--- config.mk ---
export PLATFORM = sky130hd
export DESIGN_NAME = mrie_exec
export DESIGN_NICKNAME = d
export VERILOG_FILES = /design/src/mrie_pkg.sv /design/src/mrie_dec_if.sv /design/src/mrie_exec.sv /design/src/mrie_decoder.sv
export SDC_FILE = /design/constraint.sdc
export NUM_CORES = 1
export LEC_CHECK = 0
export BUFFER_PORTS_ARGS = -buffer_cell sky130_fd_sc_hd__buf_2
export CAP_MARGIN = 10
export CORE_AREA = 2 2 65 67
export DETAILED_ROUTE_END_ITERATION = 16
export DIE_AREA = 0 0 67 69
export PLACE_DENSITY = 0.82
export SLEW_MARGIN = 20
export SYNTH_ARGS = -nofsm -noshare
export SYNTH_HDL_FRONTEND = slang
export SYNTH_SLANG_ARGS = --single-unit
export TNS_END_PERCENT = 100
--- constraint.sdc ---
create_clock -name clock -period 3.9 [get_ports clock]
set_clock_uncertainty 0.15 [all_clocks]
set_input_delay 0.78 -clock clock [delete_from_list [all_inputs] [get_ports clock]]
set_output_delay 0.78 -clock clock [all_outputs]
set_load 0.02 [all_outputs]
--- src/mrie_pkg.sv ---
// Constants, opcode encodings and helpers for the move/or/return execute block.
// Assumes a 14-bit instruction word and an 8-bit data path with 7-bit file addresses.
package mrie_pkg;

  localparam int WORD_W = 14;
  localparam int DATA_W = 8;
  localparam int ADDR_W = 7;
  localparam int PC_W = 13;

  // Field positions inside the instruction word and the interrupt control register.
  localparam int DEST_BIT = 7;
  localparam int IRQ_EN_BIT = 7;

  // Opcode masks and match values.
  localparam logic [13:0] FILE_OP_MASK = 14'h3f00;
  localparam logic [13:0] OR_MATCH = 14'h0400;
  localparam logic [13:0] MOV_MATCH = 14'h0800;
  localparam logic [13:0] STORE_MASK = 14'h3f80;
  localparam logic [13:0] STORE_MATCH = 14'h0080;
  localparam logic [13:0] LIT_MASK = 14'h3c00;
  localparam logic [13:0] LIT_MATCH = 14'h3000;
  localparam logic [13:0] RET_MASK = 14'h3fff;
  localparam logic [13:0] RET_MATCH = 14'h0009;
  localparam logic [13:0] NOP_MASK = 14'h3f9f;
  localparam logic [13:0] NOP_MATCH = 14'h0000;

  // Values after reset, and the interrupt enable mask.
  localparam logic [7:0] W_RST = 8'h00;
  localparam logic Z_RST = 1'b0;
  localparam logic [12:0] PC_RST = 13'h0000;
  localparam logic [6:0] ADDR_RST = 7'h00;
  localparam logic [7:0] IRQ_EN_MASK = 8'h80;

  // Cycle counts.
  localparam int ONE_CYCLE = 1;
  localparam int RET_CYCLES = 2;

  typedef enum logic [2:0] {
    OP_NOP, OP_OR, OP_MOV, OP_STORE, OP_LIT, OP_RET, OP_OTHER
  } mrie_op_e;

  function automatic logic is_zero(input logic [7:0] v);
    is_zero = (v == 8'h00);
  endfunction : is_zero

endpackage : mrie_pkg

--- src/mrie_dec_if.sv ---
// Decoded instruction fields passed from the decoder to the execute stage.
// Assumes the execute stage drives the raw word and reads back the fields.
`timescale 1ns/1ps
`default_nettype none
interface mrie_dec_if;
  logic [13:0] word;
  mrie_pkg::mrie_op_e op;
  logic to_file;
  logic [6:0] addr;
  logic [7:0] literal;

  modport dec (input word, output op, output to_file, output addr, output literal);
  modport exe (output word, input op, input to_file, input addr, input literal);
endinterface : mrie_dec_if
`default_nettype wire

--- src/mrie_exec.sv ---
// Execute stage for the OR-with-file, move, literal load, no-op and return group.
// Assumes file_rd_data already holds the register addressed by the offered word,
// and stack_top_entry holds the current top of the return stack.
//
// Overview of operation
// - destination bit picks working or file register.
// - OR working with file, zero flag only.
// - move file to destination, one cycle, zero.
// - move back to same file tests only.
// - working to file, flags untouched, one cycle.
// - literal into working register, flags untouched.
// - return pops stack, loads PC, sets enable.
// - enable is bit seven of interrupt control.
// - return takes two instruction cycles.
`timescale 1ns/1ps
`default_nettype none
module mrie_exec (
  // Clock and reset
  input wire logic clock,
  input wire logic rst,
  // Instruction offer
  input wire logic instr_valid,
  input wire logic [13:0] instr_word,
  output logic instr_ready,
  // File register space
  input wire logic [7:0] file_rd_data,
  output logic file_wr_en,
  output logic [6:0] file_wr_addr,
  output logic [7:0] file_wr_data,
  // Working register and status
  output logic [7:0] work_reg,
  output logic zero_flag,
  // Return stack and program counter
  input wire logic [12:0] stack_top_entry,
  output logic stack_pop,
  output logic pc_load,
  output logic [12:0] pc_value,
  // Interrupt control register bit set
  output logic icr_set_en,
  output logic [7:0] icr_set_mask
);

  typedef enum logic {ST_RUN, ST_RET2} mrie_state_e;

  mrie_dec_if dif ();

  mrie_decoder u_dec (
    .d (dif.dec)
  );

  assign dif.word = instr_word;

  mrie_state_e state_q;
  mrie_state_e state_d;
  logic [7:0] w_q, w_d;
  logic z_q, z_d;
  logic wr_en_q, wr_en_d;
  logic [6:0] wr_addr_q, wr_addr_d;
  logic [7:0] wr_data_q, wr_data_d;
  logic pop_q, pop_d;
  logic [12:0] pc_q, pc_d;
  logic irq_en_q, irq_en_d;
  logic [7:0] irq_mask_q, irq_mask_d;
  logic ready_q, ready_d;
  logic taken;
  logic [7:0] or_res;

  assign taken = instr_valid && ready_q;
  assign or_res = w_q | file_rd_data;

  always_comb begin
    state_d = state_q;
    w_d = w_q;
    z_d = z_q;
    wr_en_d = 1'b0;
    wr_addr_d = wr_addr_q;
    wr_data_d = wr_data_q;
    pop_d = 1'b0;
    pc_d = pc_q;
    irq_en_d = 1'b0;
    irq_mask_d = 8'h00;
    ready_d = 1'b1;
    case (state_q)
      ST_RUN: begin
        if (taken) begin
          case (dif.op)
            mrie_pkg::OP_OR: begin
              z_d = mrie_pkg::is_zero(or_res);
              if (dif.to_file) begin
                wr_en_d = 1'b1;
                wr_addr_d = dif.addr;
                wr_data_d = or_res;
              end else begin
                w_d = or_res;
              end
            end
            mrie_pkg::OP_MOV: begin
              z_d = mrie_pkg::is_zero(file_rd_data);
              // self move tests only.
              // A write back would retrigger side effects of special registers.
              if (!dif.to_file) begin
                w_d = file_rd_data;
              end
            end
            mrie_pkg::OP_STORE: begin
              wr_en_d = 1'b1;
              wr_addr_d = dif.addr;
              wr_data_d = w_q;
            end
            mrie_pkg::OP_LIT: begin
              w_d = dif.literal;
            end
            mrie_pkg::OP_RET: begin
              pop_d = 1'b1;
              pc_d = stack_top_entry;
              irq_en_d = 1'b1;
              irq_mask_d = mrie_pkg::IRQ_EN_MASK;
              ready_d = 1'b0;
              state_d = ST_RET2;
            end
            default: begin
            end
          endcase
        end
      end
      ST_RET2: begin
        state_d = ST_RUN;
      end
      default: begin
        state_d = ST_RUN;
      end
    endcase
  end

  always_ff @(posedge clock) begin
    if (rst) begin
      state_q <= ST_RUN;
      w_q <= mrie_pkg::W_RST;
      z_q <= mrie_pkg::Z_RST;
      wr_en_q <= 1'b0;
      wr_addr_q <= mrie_pkg::ADDR_RST;
      wr_data_q <= mrie_pkg::W_RST;
      pop_q <= 1'b0;
      pc_q <= mrie_pkg::PC_RST;
      irq_en_q <= 1'b0;
      irq_mask_q <= 8'h00;
      ready_q <= 1'b0;
    end else begin
      state_q <= state_d;
      w_q <= w_d;
      z_q <= z_d;
      wr_en_q <= wr_en_d;
      wr_addr_q <= wr_addr_d;
      wr_data_q <= wr_data_d;
      pop_q <= pop_d;
      pc_q <= pc_d;
      irq_en_q <= irq_en_d;
      irq_mask_q <= irq_mask_d;
      ready_q <= ready_d;
    end
  end

  assign instr_ready = ready_q;
  assign file_wr_en = wr_en_q;
  assign file_wr_addr = wr_addr_q;
  assign file_wr_data = wr_data_q;
  assign work_reg = w_q;
  assign zero_flag = z_q;
  assign stack_pop = pop_q;
  assign pc_load = pop_q;
  assign pc_value = pc_q;
  assign icr_set_en = irq_en_q;
  assign icr_set_mask = irq_mask_q;
endmodule : mrie_exec
`default_nettype wire

--- src/mrie_decoder.sv ---
// Combinational decoder for the move/or/return instruction group.
// Assumes a 14-bit word; encodings outside the group decode as OP_OTHER.
`timescale 1ns/1ps
`default_nettype none
module mrie_decoder (
  // Decoded fields
  mrie_dec_if.dec d
);

  always_comb begin
    d.to_file = d.word[mrie_pkg::DEST_BIT];
    d.addr = d.word[6:0];
    d.literal = d.word[7:0];
    if ((d.word & mrie_pkg::RET_MASK) == mrie_pkg::RET_MATCH) begin
      d.op = mrie_pkg::OP_RET;
    end else if ((d.word & mrie_pkg::STORE_MASK) == mrie_pkg::STORE_MATCH) begin
      d.op = mrie_pkg::OP_STORE;
    end else if ((d.word & mrie_pkg::NOP_MASK) == mrie_pkg::NOP_MATCH) begin
      d.op = mrie_pkg::OP_NOP;
    end else if ((d.word & mrie_pkg::FILE_OP_MASK) == mrie_pkg::OR_MATCH) begin
      d.op = mrie_pkg::OP_OR;
    end else if ((d.word & mrie_pkg::FILE_OP_MASK) == mrie_pkg::MOV_MATCH) begin
      d.op = mrie_pkg::OP_MOV;
    end else if ((d.word & mrie_pkg::LIT_MASK) == mrie_pkg::LIT_MATCH) begin
      // Upper literal bits are don't-care; zeros are expected there.
      d.op = mrie_pkg::OP_LIT;
    end else begin
      d.op = mrie_pkg::OP_OTHER;
    end
  end

endmodule : mrie_decoder
`default_nettype wire

==> flow_metrics.py, run 1 <==
metrics = {
    "yosys": {
        "netlist_area_mm2": 0.001886,
        "synth_compound_area_share_pct": 21.57,
        "synthXorXnorAreaFrac_pct": 0.4645,
        "synthMuxAreaShare_pct": 7.896,
        "yosysTopAreaCellShare_pct": 43.53,
        "synth_cells": 203,
        "synth_top_family_by_area": "compound AO/OA/AOI/OAI gates",
        "yosys.area_share.simple_pct": 18.65,
        "yosysTopAreaCell": "dfxtp_1",
        "synthDistinctLibCells": 37,
        "synthAdderAreaFrac_pct": 0,
        "synth-seq-area-share_pct": 43.53,
        "ys_warn_count": 0,
        "ys_top_cells_by_area": "dfxtp_1, a21oi_1, a211oi_2",
        "ys_ff_latch": 41,
        "syn_avg_cell_area_um2": 9.288,
    },
    "clocking": {
        "numCtsBuffers": 5,
        "clkSinkCount": 41,
        "cts_setup_buffers": 0,
        "clkLatencyLatePin_ps": 290,
        "cts_tree": "yes",
        "h-tree-depth": 2,
        "root_buffer": "clkbuf_8",
        "holdBufCountCts": 0,
        "post_cts_resize_count": 0,
        "cts.clk_slew.worst_paths_ps": 80,
        "max-clock-path-buffers": 2,
    },
    "worst_setup_path": {
        "cpMaxStageDelayCell": "nor2_1",
        "cp.required_ps": 3970,
        "timing.rr.start": "icr_set_en$_SDFF_PP0_",
        "cp-end-kind": "register",
        "worstPathMaxFanout": 15,
        "path_class": "input pin to register",
        "r2r_end": "pc_value[6]$_SDFFE_PP0P_",
        "critPathMaxStageDelay_ps": 700,
        "start_kind": "input pin",
        "path_delay_family": "simple AND/OR/NAND/NOR gates",
        "cp_cell_sequence": "buf_2, or4_1, nor2_1, nand3_1, a21oi_1",
        "critPathBufInv": 1,
        "cp.arrival_ps": 2580,
        "reg2reg_slack_ps": 1980,
        "r2r_cells": 4,
    },
    "die": {
        "die_height_um": 69,
        "die_w_um": 67,
        "initial_core_util_pct": 48.18,
        "io_pins": 88,
        "dieArea_mm2": 0.004623,
        "fp-row-count": 23,
        "core_mm2": 0.003914,
    },
    "sta": {
        "rsz0062_at_grt": "no",
        "hold_viol": 0,
        "period_share_pct": 64.44,
        "period_needed_ps": 2513,
        "relSlewSlack_pct": 43.28,
        "worst_slew_pin_slew_ps": 847.7,
        "setup_viol_count_final": 0,
        "clock.fmax_ghz": 0.3979,
        "fin_setup_tns_ps": 0,
        "slew_violations": 0,
    },
    "power": {
        "p_int_w": 0.0005750,
        "sw_frac_of_total_pct": 24.99,
        "pwr-share-comb_pct": 10.1,
        "finalPower_w": 0.0007665,
        "peakVddDrop_v": 0.0002272,
        "power_density_mw_per_mm2": 328.0,
        "clock_power_share_pct": 34.6,
        "leakage_nw": 1.051,
        "power_frac_seq_pct": 55.3,
        "power.switching_w": 0.0001915,
    },
    "min_path": {
        "hp-class": "register to register",
        "hold_end": "pc_value[11]$_SDFFE_PP0P_",
        "min-delay-start": "pc_value[11]$_SDFFE_PP0P_",
        "hold_path_depth": 2,
    },
    "layout": {
        "largest_reg_flops": 13,
        "antennaDiodeCount": 0,
        "fin_util_pct": 59.72,
        "syn_to_final_growth_pct": 23.95,
        "final_area_mm2": 0.002337,
        "nNetsFinal": 313,
        "drive_above_1_share_pct": 38.77,
        "n_fill_cell": 357,
    },
    "global_routing": {
        "track_usage_pct": 21.15,
        "grt.overflow.total": 0,
        "grt_use_met2_pct": 33.77,
        "antenna_found_initial": 0,
        "use_met3_pct": 5.546,
        "top_usage_layer": "met2",
        "grt_first_pass_wirelength_um": 7541,
        "globalRouteMet1Util_pct": 27.35,
        "grt_pass1_vias": 1569,
        "grt_max_degree": 40,
    },
    "drt": {
        "wl_per_cell_um": 14.29,
        "via_per_inst": 5.371,
        "wirelength_um": 4657,
        "drc": 0,
        "final_antenna_net_count": 0,
        "vias": 1751,
        "first_pass_iters": 5,
        "first_iter_violations": 84,
    },
    "job": {
        "cap_violations": 0,
    },
    "place": {
        "numPortBuffers": 80,
        "finalWeightedCongestion": 0.8939,
        "dpl-instance-area_mm2": 0.002255,
        "hpwl_um": 3459,
    },
    "outcome": {
        "outcome": "complete, no violations",
    },
}
-- metal layers --
layer | wire (µm) | share of wire [%]
met3 | 250 | 5.4
met2 | 2273 | 49
met4 | 61 | 1.3
met5 | 0 | 0
met1 | 2071 | 44
-- worst register-to-register path, stage by stage (launching register included) --
cell	delay, ps
dfxtp_1	330
nand3b_1	290
nor2_1	720
nand3_1	160
a21oi_1	190
-- Yosys cell counts --
cell and instances:
inv_1 2, and2_1 1, nand3_1 14, mux2i_1 7
nand4_1 1, nand2b_1 1, dfxtp_1 41, nor2b_1 1
nand3b_1 1, a22o_1 1, conb_1 1, or2_2 1
o21a_1 1, nor4b_1 2, buf_2 2, mux2_2 7
nor4bb_1 1, o31ai_1 1, and3_1 5, o2111ai_1 1
o21ai_0 15, buf_6 2, xnor2_1 1, a21oi_1 22
nor4b_4 1, or4_1 3, a211oi_2 8, nor2_1 24
nor3_1 3, buf_1 1, a32o_1 1, a221o_1 7
nor4_1 1, a221oi_1 1, clkbuf_1 9, buf_4 9
and3b_1 3
-- cells in the final DEF (no fill, tap or decap), types with 2 or more instances in the layout --
| cell type | n |
|---|---|
| o21ai_0 | 15 |
| mux2_2 | 7 |
| dfxtp_1 | 41 |
| nor3_1 | 3 |
| clkbuf_8 | 5 |
| a211oi_2 | 8 |
| a221o_1 | 7 |
| clkinv_2 | 2 |
| and3b_1 | 3 |
| buf_4 | 2 |
| nor2_1 | 24 |
| nand3_1 | 14 |
| or4_1 | 3 |
| a21oi_1 | 22 |
| mux2i_1 | 7 |
| and3_1 | 5 |
| nor4b_1 | 2 |
| inv_1 | 2 |
| conb_1 | 7 |
| buf_2 | 80 |
-- layout make-up --
| class | instances | area [µm²] | area share (%) |
|---|---|---|---|
| Clock buffer | 6 | 72.57 | 3.105 |
| Sequential cell | 41 | 820.8 | 35.12 |
| Inverter | 2 | 7.507 | 0.3212 |
| Tap cell | 50 | 62.56 | 2.677 |
| Multi-Input combinational cell | 143 | 948.4 | 40.58 |
| Timing Repair Buffer | 82 | 415.4 | 17.77 |
| Clock inverter | 2 | 10.01 | 0.4283 |
-- power by group through the flow --
stage	clock (W)	sequential [W]	combinational (W)
CTS	0.000271	0.000424	0.0000769
detailed placement	0	0.000434	0.0000764
finish	0.000265	0.000424	0.0000775
floorplan	0	0.000437	0.0000439
global placement	0	0.000434	0.0000760
global route	0.000288	0.000424	0.0000842
-- metrics by stage --
step                      std cells  hold WS (ps)  setup WS (ps)
final                           326         324.6           1387
after detailed placement        318         314.7           1056
after floorplan                 209         399.5           1336
after global routing            326         342.9           1154
after CTS                       326         327.1           1364
after global placement          318         305.8           1094
-- kinds of logic after synthesis --
group                     Yosys count
AOI/OAI and AO/OA                  58
xor gates and xnor gates            1
muxes                              14
DFF                                41
and+or+nand+nor                    63
other                               1
buffers and inverters              25
-- worst max-delay path by stage --
stage	from	end	slack (ps)	cells past startpoint
final	instr_word[12]	pc_value[6]$_SDFFE_PP0P_	1390	5
after floorplan	instr_word[12]	file_wr_addr[0]$_SDFFE_PP0P_	1340	6
after global routing	instr_word[12]	icr_set_en$_SDFF_PP0_	1150	5
after CTS	instr_word[12]	pc_value[6]$_SDFFE_PP0P_	1360	5
after global placement	instr_word[12]	pc_value[12]$_SDFFE_PP0P_	1090	5
after detailed placement	instr_word[12]	pc_value[6]$_SDFFE_PP0P_	1060	5
Note: power is estimated with default switching activity, not from simulation.
==> run 2, diff against run 1 <==
CORE_AREA = 2 2 71 73   (was 2 2 65 67)
DIE_AREA = 0 0 73 75   (was 0 0 67 69)
PLACE_DENSITY = 0.73   (was 0.82)
clock period = 2.2 ns   (was 3.9 ns; I/O delays follow)
==> run 2 against run 1 <==
Against the previous run: utilization fell by 7.1 points; cell count rose by 4.3%; via count rose by 5.2%; final area rose by 4.9%; combinational power rose by 90%; sequential power rose by 77%; non-clock buffer count rose by 10; global-route usage fell by 2.8 points; largest cell class unchanged; largest power group unchanged.
==> flow_metrics.py, run 2 (synthesis gave the netlist of run 1 again) <==
metrics = {
    "global_routing": {
        "grt_max_degree": 19,
        "grt.overflow.total": 0,
        "track_usage_pct": 18.30,
        "grt_first_pass_wirelength_um": 7617,
        "antenna_found_initial": 0,
        "grt_pass1_vias": 1619,
    },
    "power": {
        "pwr-share-comb_pct": 10.2,
        "clock_power_share_pct": 37.4,
        "sw_frac_of_total_pct": 24.09,
        "p_int_w": 0.001089,
        "peakVddDrop_v": 0.0002619,
        "power.switching_w": 0.0003457,
        "power_frac_seq_pct": 52.4,
        "power_density_mw_per_mm2": 585.2,
        "leakage_nw": 1.116,
    },
    "sta": {
        "relSlewSlack_pct": 40.80,
        "period_needed_ps": 1959,
        "setup_viol_count_final": 0,
        "rsz0062_at_grt": "no",
        "slew_violations": 0,
        "whs_ps": 242.0,
        "period_share_pct": 89.07,
        "worst_slew_pin_slew_ps": 888.0,
        "hold_viol": 0,
        "clock.fmax_ghz": 0.5103,
    },
    "job": {
        "cap_violations": 0,
    },
    "drt": {
        "via_per_inst": 5.418,
        "drc": 0,
        "wirelength_um": 4824,
        "first_pass_iters": 4,
        "first_iter_violations": 109,
        "wl_per_cell_um": 14.19,
        "vias": 1842,
        "final_antenna_net_count": 0,
    },
    "clocking": {
        "h-tree-depth": 2,
        "numCtsBuffers": 5,
        "cts_setup_buffers": 0,
        "clkSinkCount": 41,
        "max-clock-path-buffers": 2,
        "cts_tree": "yes",
        "holdBufCountCts": 0,
        "clkLatencyLatePin_ps": 290,
        "post_cts_resize_count": 0,
        "root_buffer": "clkbuf_8",
        "cts.clk_slew.worst_paths_ps": 80,
    },
    "layout": {
        "syn_to_final_growth_pct": 30.06,
        "fin_util_pct": 52.62,
        "drive_above_1_share_pct": 41.61,
        "final_common_cell": "buf_2",
        "n_fill_cell": 441,
        "antennaDiodeCount": 0,
        "stdcell_count": 340,
        "final_area_mm2": 0.002452,
        "nNetsFinal": 323,
        "mostFrequentLayoutCells": "buf_2, dfxtp_1, nor2_1, a21oi_1, o21ai_0",
        "largest_reg_flops": 13,
    },
    "place": {
        "hpwl_um": 3650,
        "dp.cells": 332,
        "numPortBuffers": 80,
        "finalWeightedCongestion": 0.8527,
        "dpl-instance-area_mm2": 0.002351,
    },
    "min_path": {
        "hold_path_depth": 3,
        "hp-class": "input pin to register",
    },
    "worst_setup_path": {
        "cp.required_ps": 2290,
        "critPathBufInv": 0,
        "worstPathMaxFanout": 7,
        "r2r_cells": 4,
        "cp.arrival_ps": 2040,
        "path_delay_family": "compound AO/OA/AOI/OAI gates",
        "cp_cell_sequence": "nand3b_1, nor2_1, a221oi_1, a221o_1",
        "cpMaxStageDelayCell": "a221oi_1",
        "critPathMaxStageDelay_ps": 770,
        "cp.depth": 4,
        "start_kind": "register",
        "cp-end-kind": "register",
        "path_class": "register to register",
    },
    "die": {
        "dieArea_mm2": 0.005475,
        "io_pins": 88,
        "initial_core_util_pct": 40.46,
        "die_height_um": 75,
        "core_mm2": 0.004661,
        "fp-row-count": 25,
        "die_w_um": 73,
    },
    "outcome": {
        "outcome": "complete, no violations",
    },
}
run 2: area by class of cell:
| class | count | area, µm² | share of cell area (%) |
|---|---|---|---|
| clock inverters | 1 | 5.005 | 0.2041 |
| multi-input cells | 143 | 952.2 | 38.83 |
| inverters | 2 | 7.507 | 0.3061 |
| clock buffers | 7 | 96.34 | 3.929 |
| flip-flops and latches | 41 | 820.8 | 33.47 |
| repair buffers | 92 | 503.0 | 20.51 |
| well taps | 54 | 67.56 | 2.755 |
run 2: final timing paths:
kind / from / to / slack [ps]
max: icr_set_en$_SDFF_PP0_ / work_reg[5]$_SDFFE_PP0P_ / 240
min: stack_top_entry[12] / pc_value[12]$_SDFFE_PP0P_ / 240
max reg2reg: icr_set_en$_SDFF_PP0_ / work_reg[5]$_SDFFE_PP0P_ / 240
min reg2reg: pc_value[12]$_SDFFE_PP0P_ / pc_value[12]$_SDFFE_PP0P_ / 320
run 2: routing by layer:
metal  part of all wire [%]  global-route usage [%]  up-vias
li1                       -                       -      896
met1                     47                   24.59      856
met2                     44                   27.33       84
met3                    8.3                   5.890        6
met4                    1.2                   7.202        0
met5                      0                       0        -
run 2: through the flow:
step           setup TNS [ps]  setup WS (ps)   power, W
2_1_floorplan          -41.90         -13.97  0.0008531
3_3_place_gp                0          8.973  0.0009127
3_5_place_dp                0          6.735  0.0009147
4_1_cts                     0          223.0   0.001450
5_1_grt                     0          113.2   0.001495
6_report                    0          240.6   0.001435
run 2: worst reg2reg max path, cell delays in order (launching register included):
cell and delay, ps:
dfxtp_1 350, nand3b_1 280, nor2_1 90, a221oi_1 770
a221o_1 270
run 2: power by group through the flow:
stage | logic, W | clock network (W) | registers (W)
final | 0.000147 | 0.000537 | 0.000751
after global routing | 0.000159 | 0.000584 | 0.000752
after CTS | 0.000146 | 0.000552 | 0.000751
after detailed placement | 0.000146 | 0 | 0.000769
after global placement | 0.000144 | 0 | 0.000769
after floorplan | 0.0000790 | 0 | 0.000774
==> run 3, diff against run 2 <==
CELL_PAD_IN_SITES_DETAIL_PLACEMENT = 2   (was default)
CELL_PAD_IN_SITES_GLOBAL_PLACEMENT = 2   (was default)
CORE_AREA = 2 2 94 96   (was 2 2 71 73)
DIE_AREA = 0 0 96 98   (was 0 0 73 75)
PLACE_DENSITY = default   (was 0.73)
PLACE_DENSITY_LB_ADDON = 0.1   (was default)
==> run 3 against run 2 <==
Against the previous run: global-route usage fell by 3.5 points; cell count rose by 18%; routed wire length rose by 41%; sequential share of layout area fell by 2.0 points; largest power group unchanged.
==> flow_metrics.py, run 3 (synthesis gave the netlist of run 1 again) <==
metrics = {
    "layout": {
        "fin_util_pct": 30.77,
        "final_common_cell": "buf_2",
        "ff_latch_area_um2": 820.8,
        "nNetsFinal": 329,
        "antennaDiodeCount": 0,
        "drive_above_1_share_pct": 42.47,
        "n_fill_cell": 1014,
        "final_area_mm2": 0.002605,
        "largest_reg_flops": 13,
        "mostFrequentLayoutCells": "buf_2, dfxtp_1, nor2_1, a21oi_1",
        "multi_input_area_um2": 952.2,
        "syn_to_final_growth_pct": 38.16,
    },
    "sta": {
        "slew_violations": 0,
        "rsz0062_at_grt": "no",
        "whs_ps": 199.7,
        "period_needed_ps": 1952,
        "setup_viol_count_final": 0,
        "hold_viol": 0,
        "period_share_pct": 88.71,
        "relSlewSlack_pct": 38.31,
        "clock.fmax_ghz": 0.5124,
        "worst_slew_pin_slew_ps": 925.3,
        "setup_slack_ps": 248.3,
    },
    "outcome": {
        "outcome": "complete, no violations",
    },
    "global_routing": {
        "top_usage_layer": "met2",
        "grt.overflow.total": 0,
        "antenna_found_initial": 1,
        "grt_max_degree": 25,
        "grt_first_pass_wirelength_um": 10740,
        "grt_use_met2_pct": 24.95,
        "use_met3_pct": 4.321,
        "globalRouteMet1Util_pct": 18.03,
        "track_usage_pct": 14.82,
        "grt_pass1_vias": 1985,
    },
    "worst_setup_path": {
        "cpMaxStageDelayCell": "or4_4",
        "critPathMaxStageDelay_ps": 580,
        "cp-end-kind": "register",
        "critPathBufInv": 2,
        "path_delay_family": "simple AND/OR/NAND/NOR gates",
        "worstPathMaxFanout": 7,
        "cp_cell_sequence": "buf_2, or4_4, buf_4, nor3_1, o21a_1, a221o_1",
        "setup.worst_path.start": "instr_word[12]",
        "timing.rr.start": "icr_set_en$_SDFF_PP0_",
        "start_kind": "input pin",
        "cp.arrival_ps": 2040,
        "cp.required_ps": 2290,
        "path_class": "input pin to register",
    },
    "clocking": {
        "cts_setup_buffers": 0,
        "post_cts_resize_count": 0,
        "holdBufCountCts": 0,
        "cts_tree": "yes",
        "numCtsBuffers": 5,
        "clkLatencyLatePin_ps": 290,
        "max-clock-path-buffers": 2,
        "clkSinkCount": 41,
        "h-tree-depth": 2,
        "root_buffer": "clkbuf_8",
        "cts.clk_slew.worst_paths_ps": 90,
    },
    "place": {
        "dpl-instance-area_mm2": 0.002489,
        "hpwl_um": 5168,
        "finalWeightedCongestion": 0.7131,
        "place_ws_ps": -51.64,
        "numPortBuffers": 80,
    },
    "drt": {
        "wl_per_cell_um": 16.98,
        "first_iter_violations": 27,
        "via_per_inst": 4.705,
        "first_pass_iters": 4,
        "wirelength_um": 6792,
        "vias": 1882,
        "final_antenna_net_count": 0,
        "drc": 0,
    },
    "die": {
        "die_w_um": 96,
        "die_height_um": 98,
        "dieArea_mm2": 0.009408,
        "core_mm2": 0.008466,
        "io_pins": 88,
        "initial_core_util_pct": 22.27,
        "fp-row-count": 34,
    },
    "min_path": {
        "min-delay-start": "rst",
        "hp-class": "input pin to register",
    },
    "job": {
        "cap_violations": 0,
    },
    "power": {
        "power_density_mw_per_mm2": 601.1,
        "peakVddDrop_v": 0.0002343,
        "leakage_nw": 1.154,
    },
}
run 3: cell count changes in the layout (fill, tap and decap cells not counted):
| cell | before | now |
|---|---|---|
| buf_12 | 1 | 3 |
| clkbuf_8 | 7 | 6 |
| clkbuf_1 | 0 | 1 |
| clkinv_2 | 1 | 0 |
| bufinv_16 | 0 | 1 |
| buf_4 | 11 | 15 |
run 3: area by class of cell:
type                            count  share of cell area [%]
Multi-Input combinational cell    143                   36.55
Sequential cell                    41                   31.51
Timing Repair Buffer               98                   22.00
Tap cell                          108                   5.187
Clock buffer                        7                   3.314
Clock inverter                      1                   1.153
Inverter                            2                  0.2882
run 3: metrics by stage:
stage / cells / power [W] / setup TNS, ps
global placement: 392 / 0.0009314 / -0.1477
detailed placement: 392 / 0.0009326 / -333.3
global route: 400 / 0.001633 / 0
finish: 400 / 0.001566 / 0
CTS: 400 / 0.001593 / 0
floorplan: 209 / 0.0008531 / -41.90
run 3: per-layer routing:
layer  up-vias  wire length, µm
li1        898                -
met1       913             2894
met2        57             3336
met3        12              446
met4         2               98
met5         -               16
run 3: final timing paths:
| kind | to | slack, ps | cells past startpoint |
|---|---|---|---|
| setup / recovery | work_reg[6]$_SDFFE_PP0P_ | 250 | 6 |
| hold / removal | file_wr_data[1]$_SDFFE_PP0P_ | 200 | 2 |
| setup reg to reg | work_reg[6]$_SDFFE_PP0P_ | 290 | 4 |
| hold reg to reg | pc_value[4]$_SDFFE_PP0P_ | 330 | 2 |
run 3: power by group:
part	internal, W	switching, W
Sequential	0.000746	0.00000580
Clock	0.000371	0.000283
Combinational	0.0000654	0.0000949
Total	0.00118	0.000383
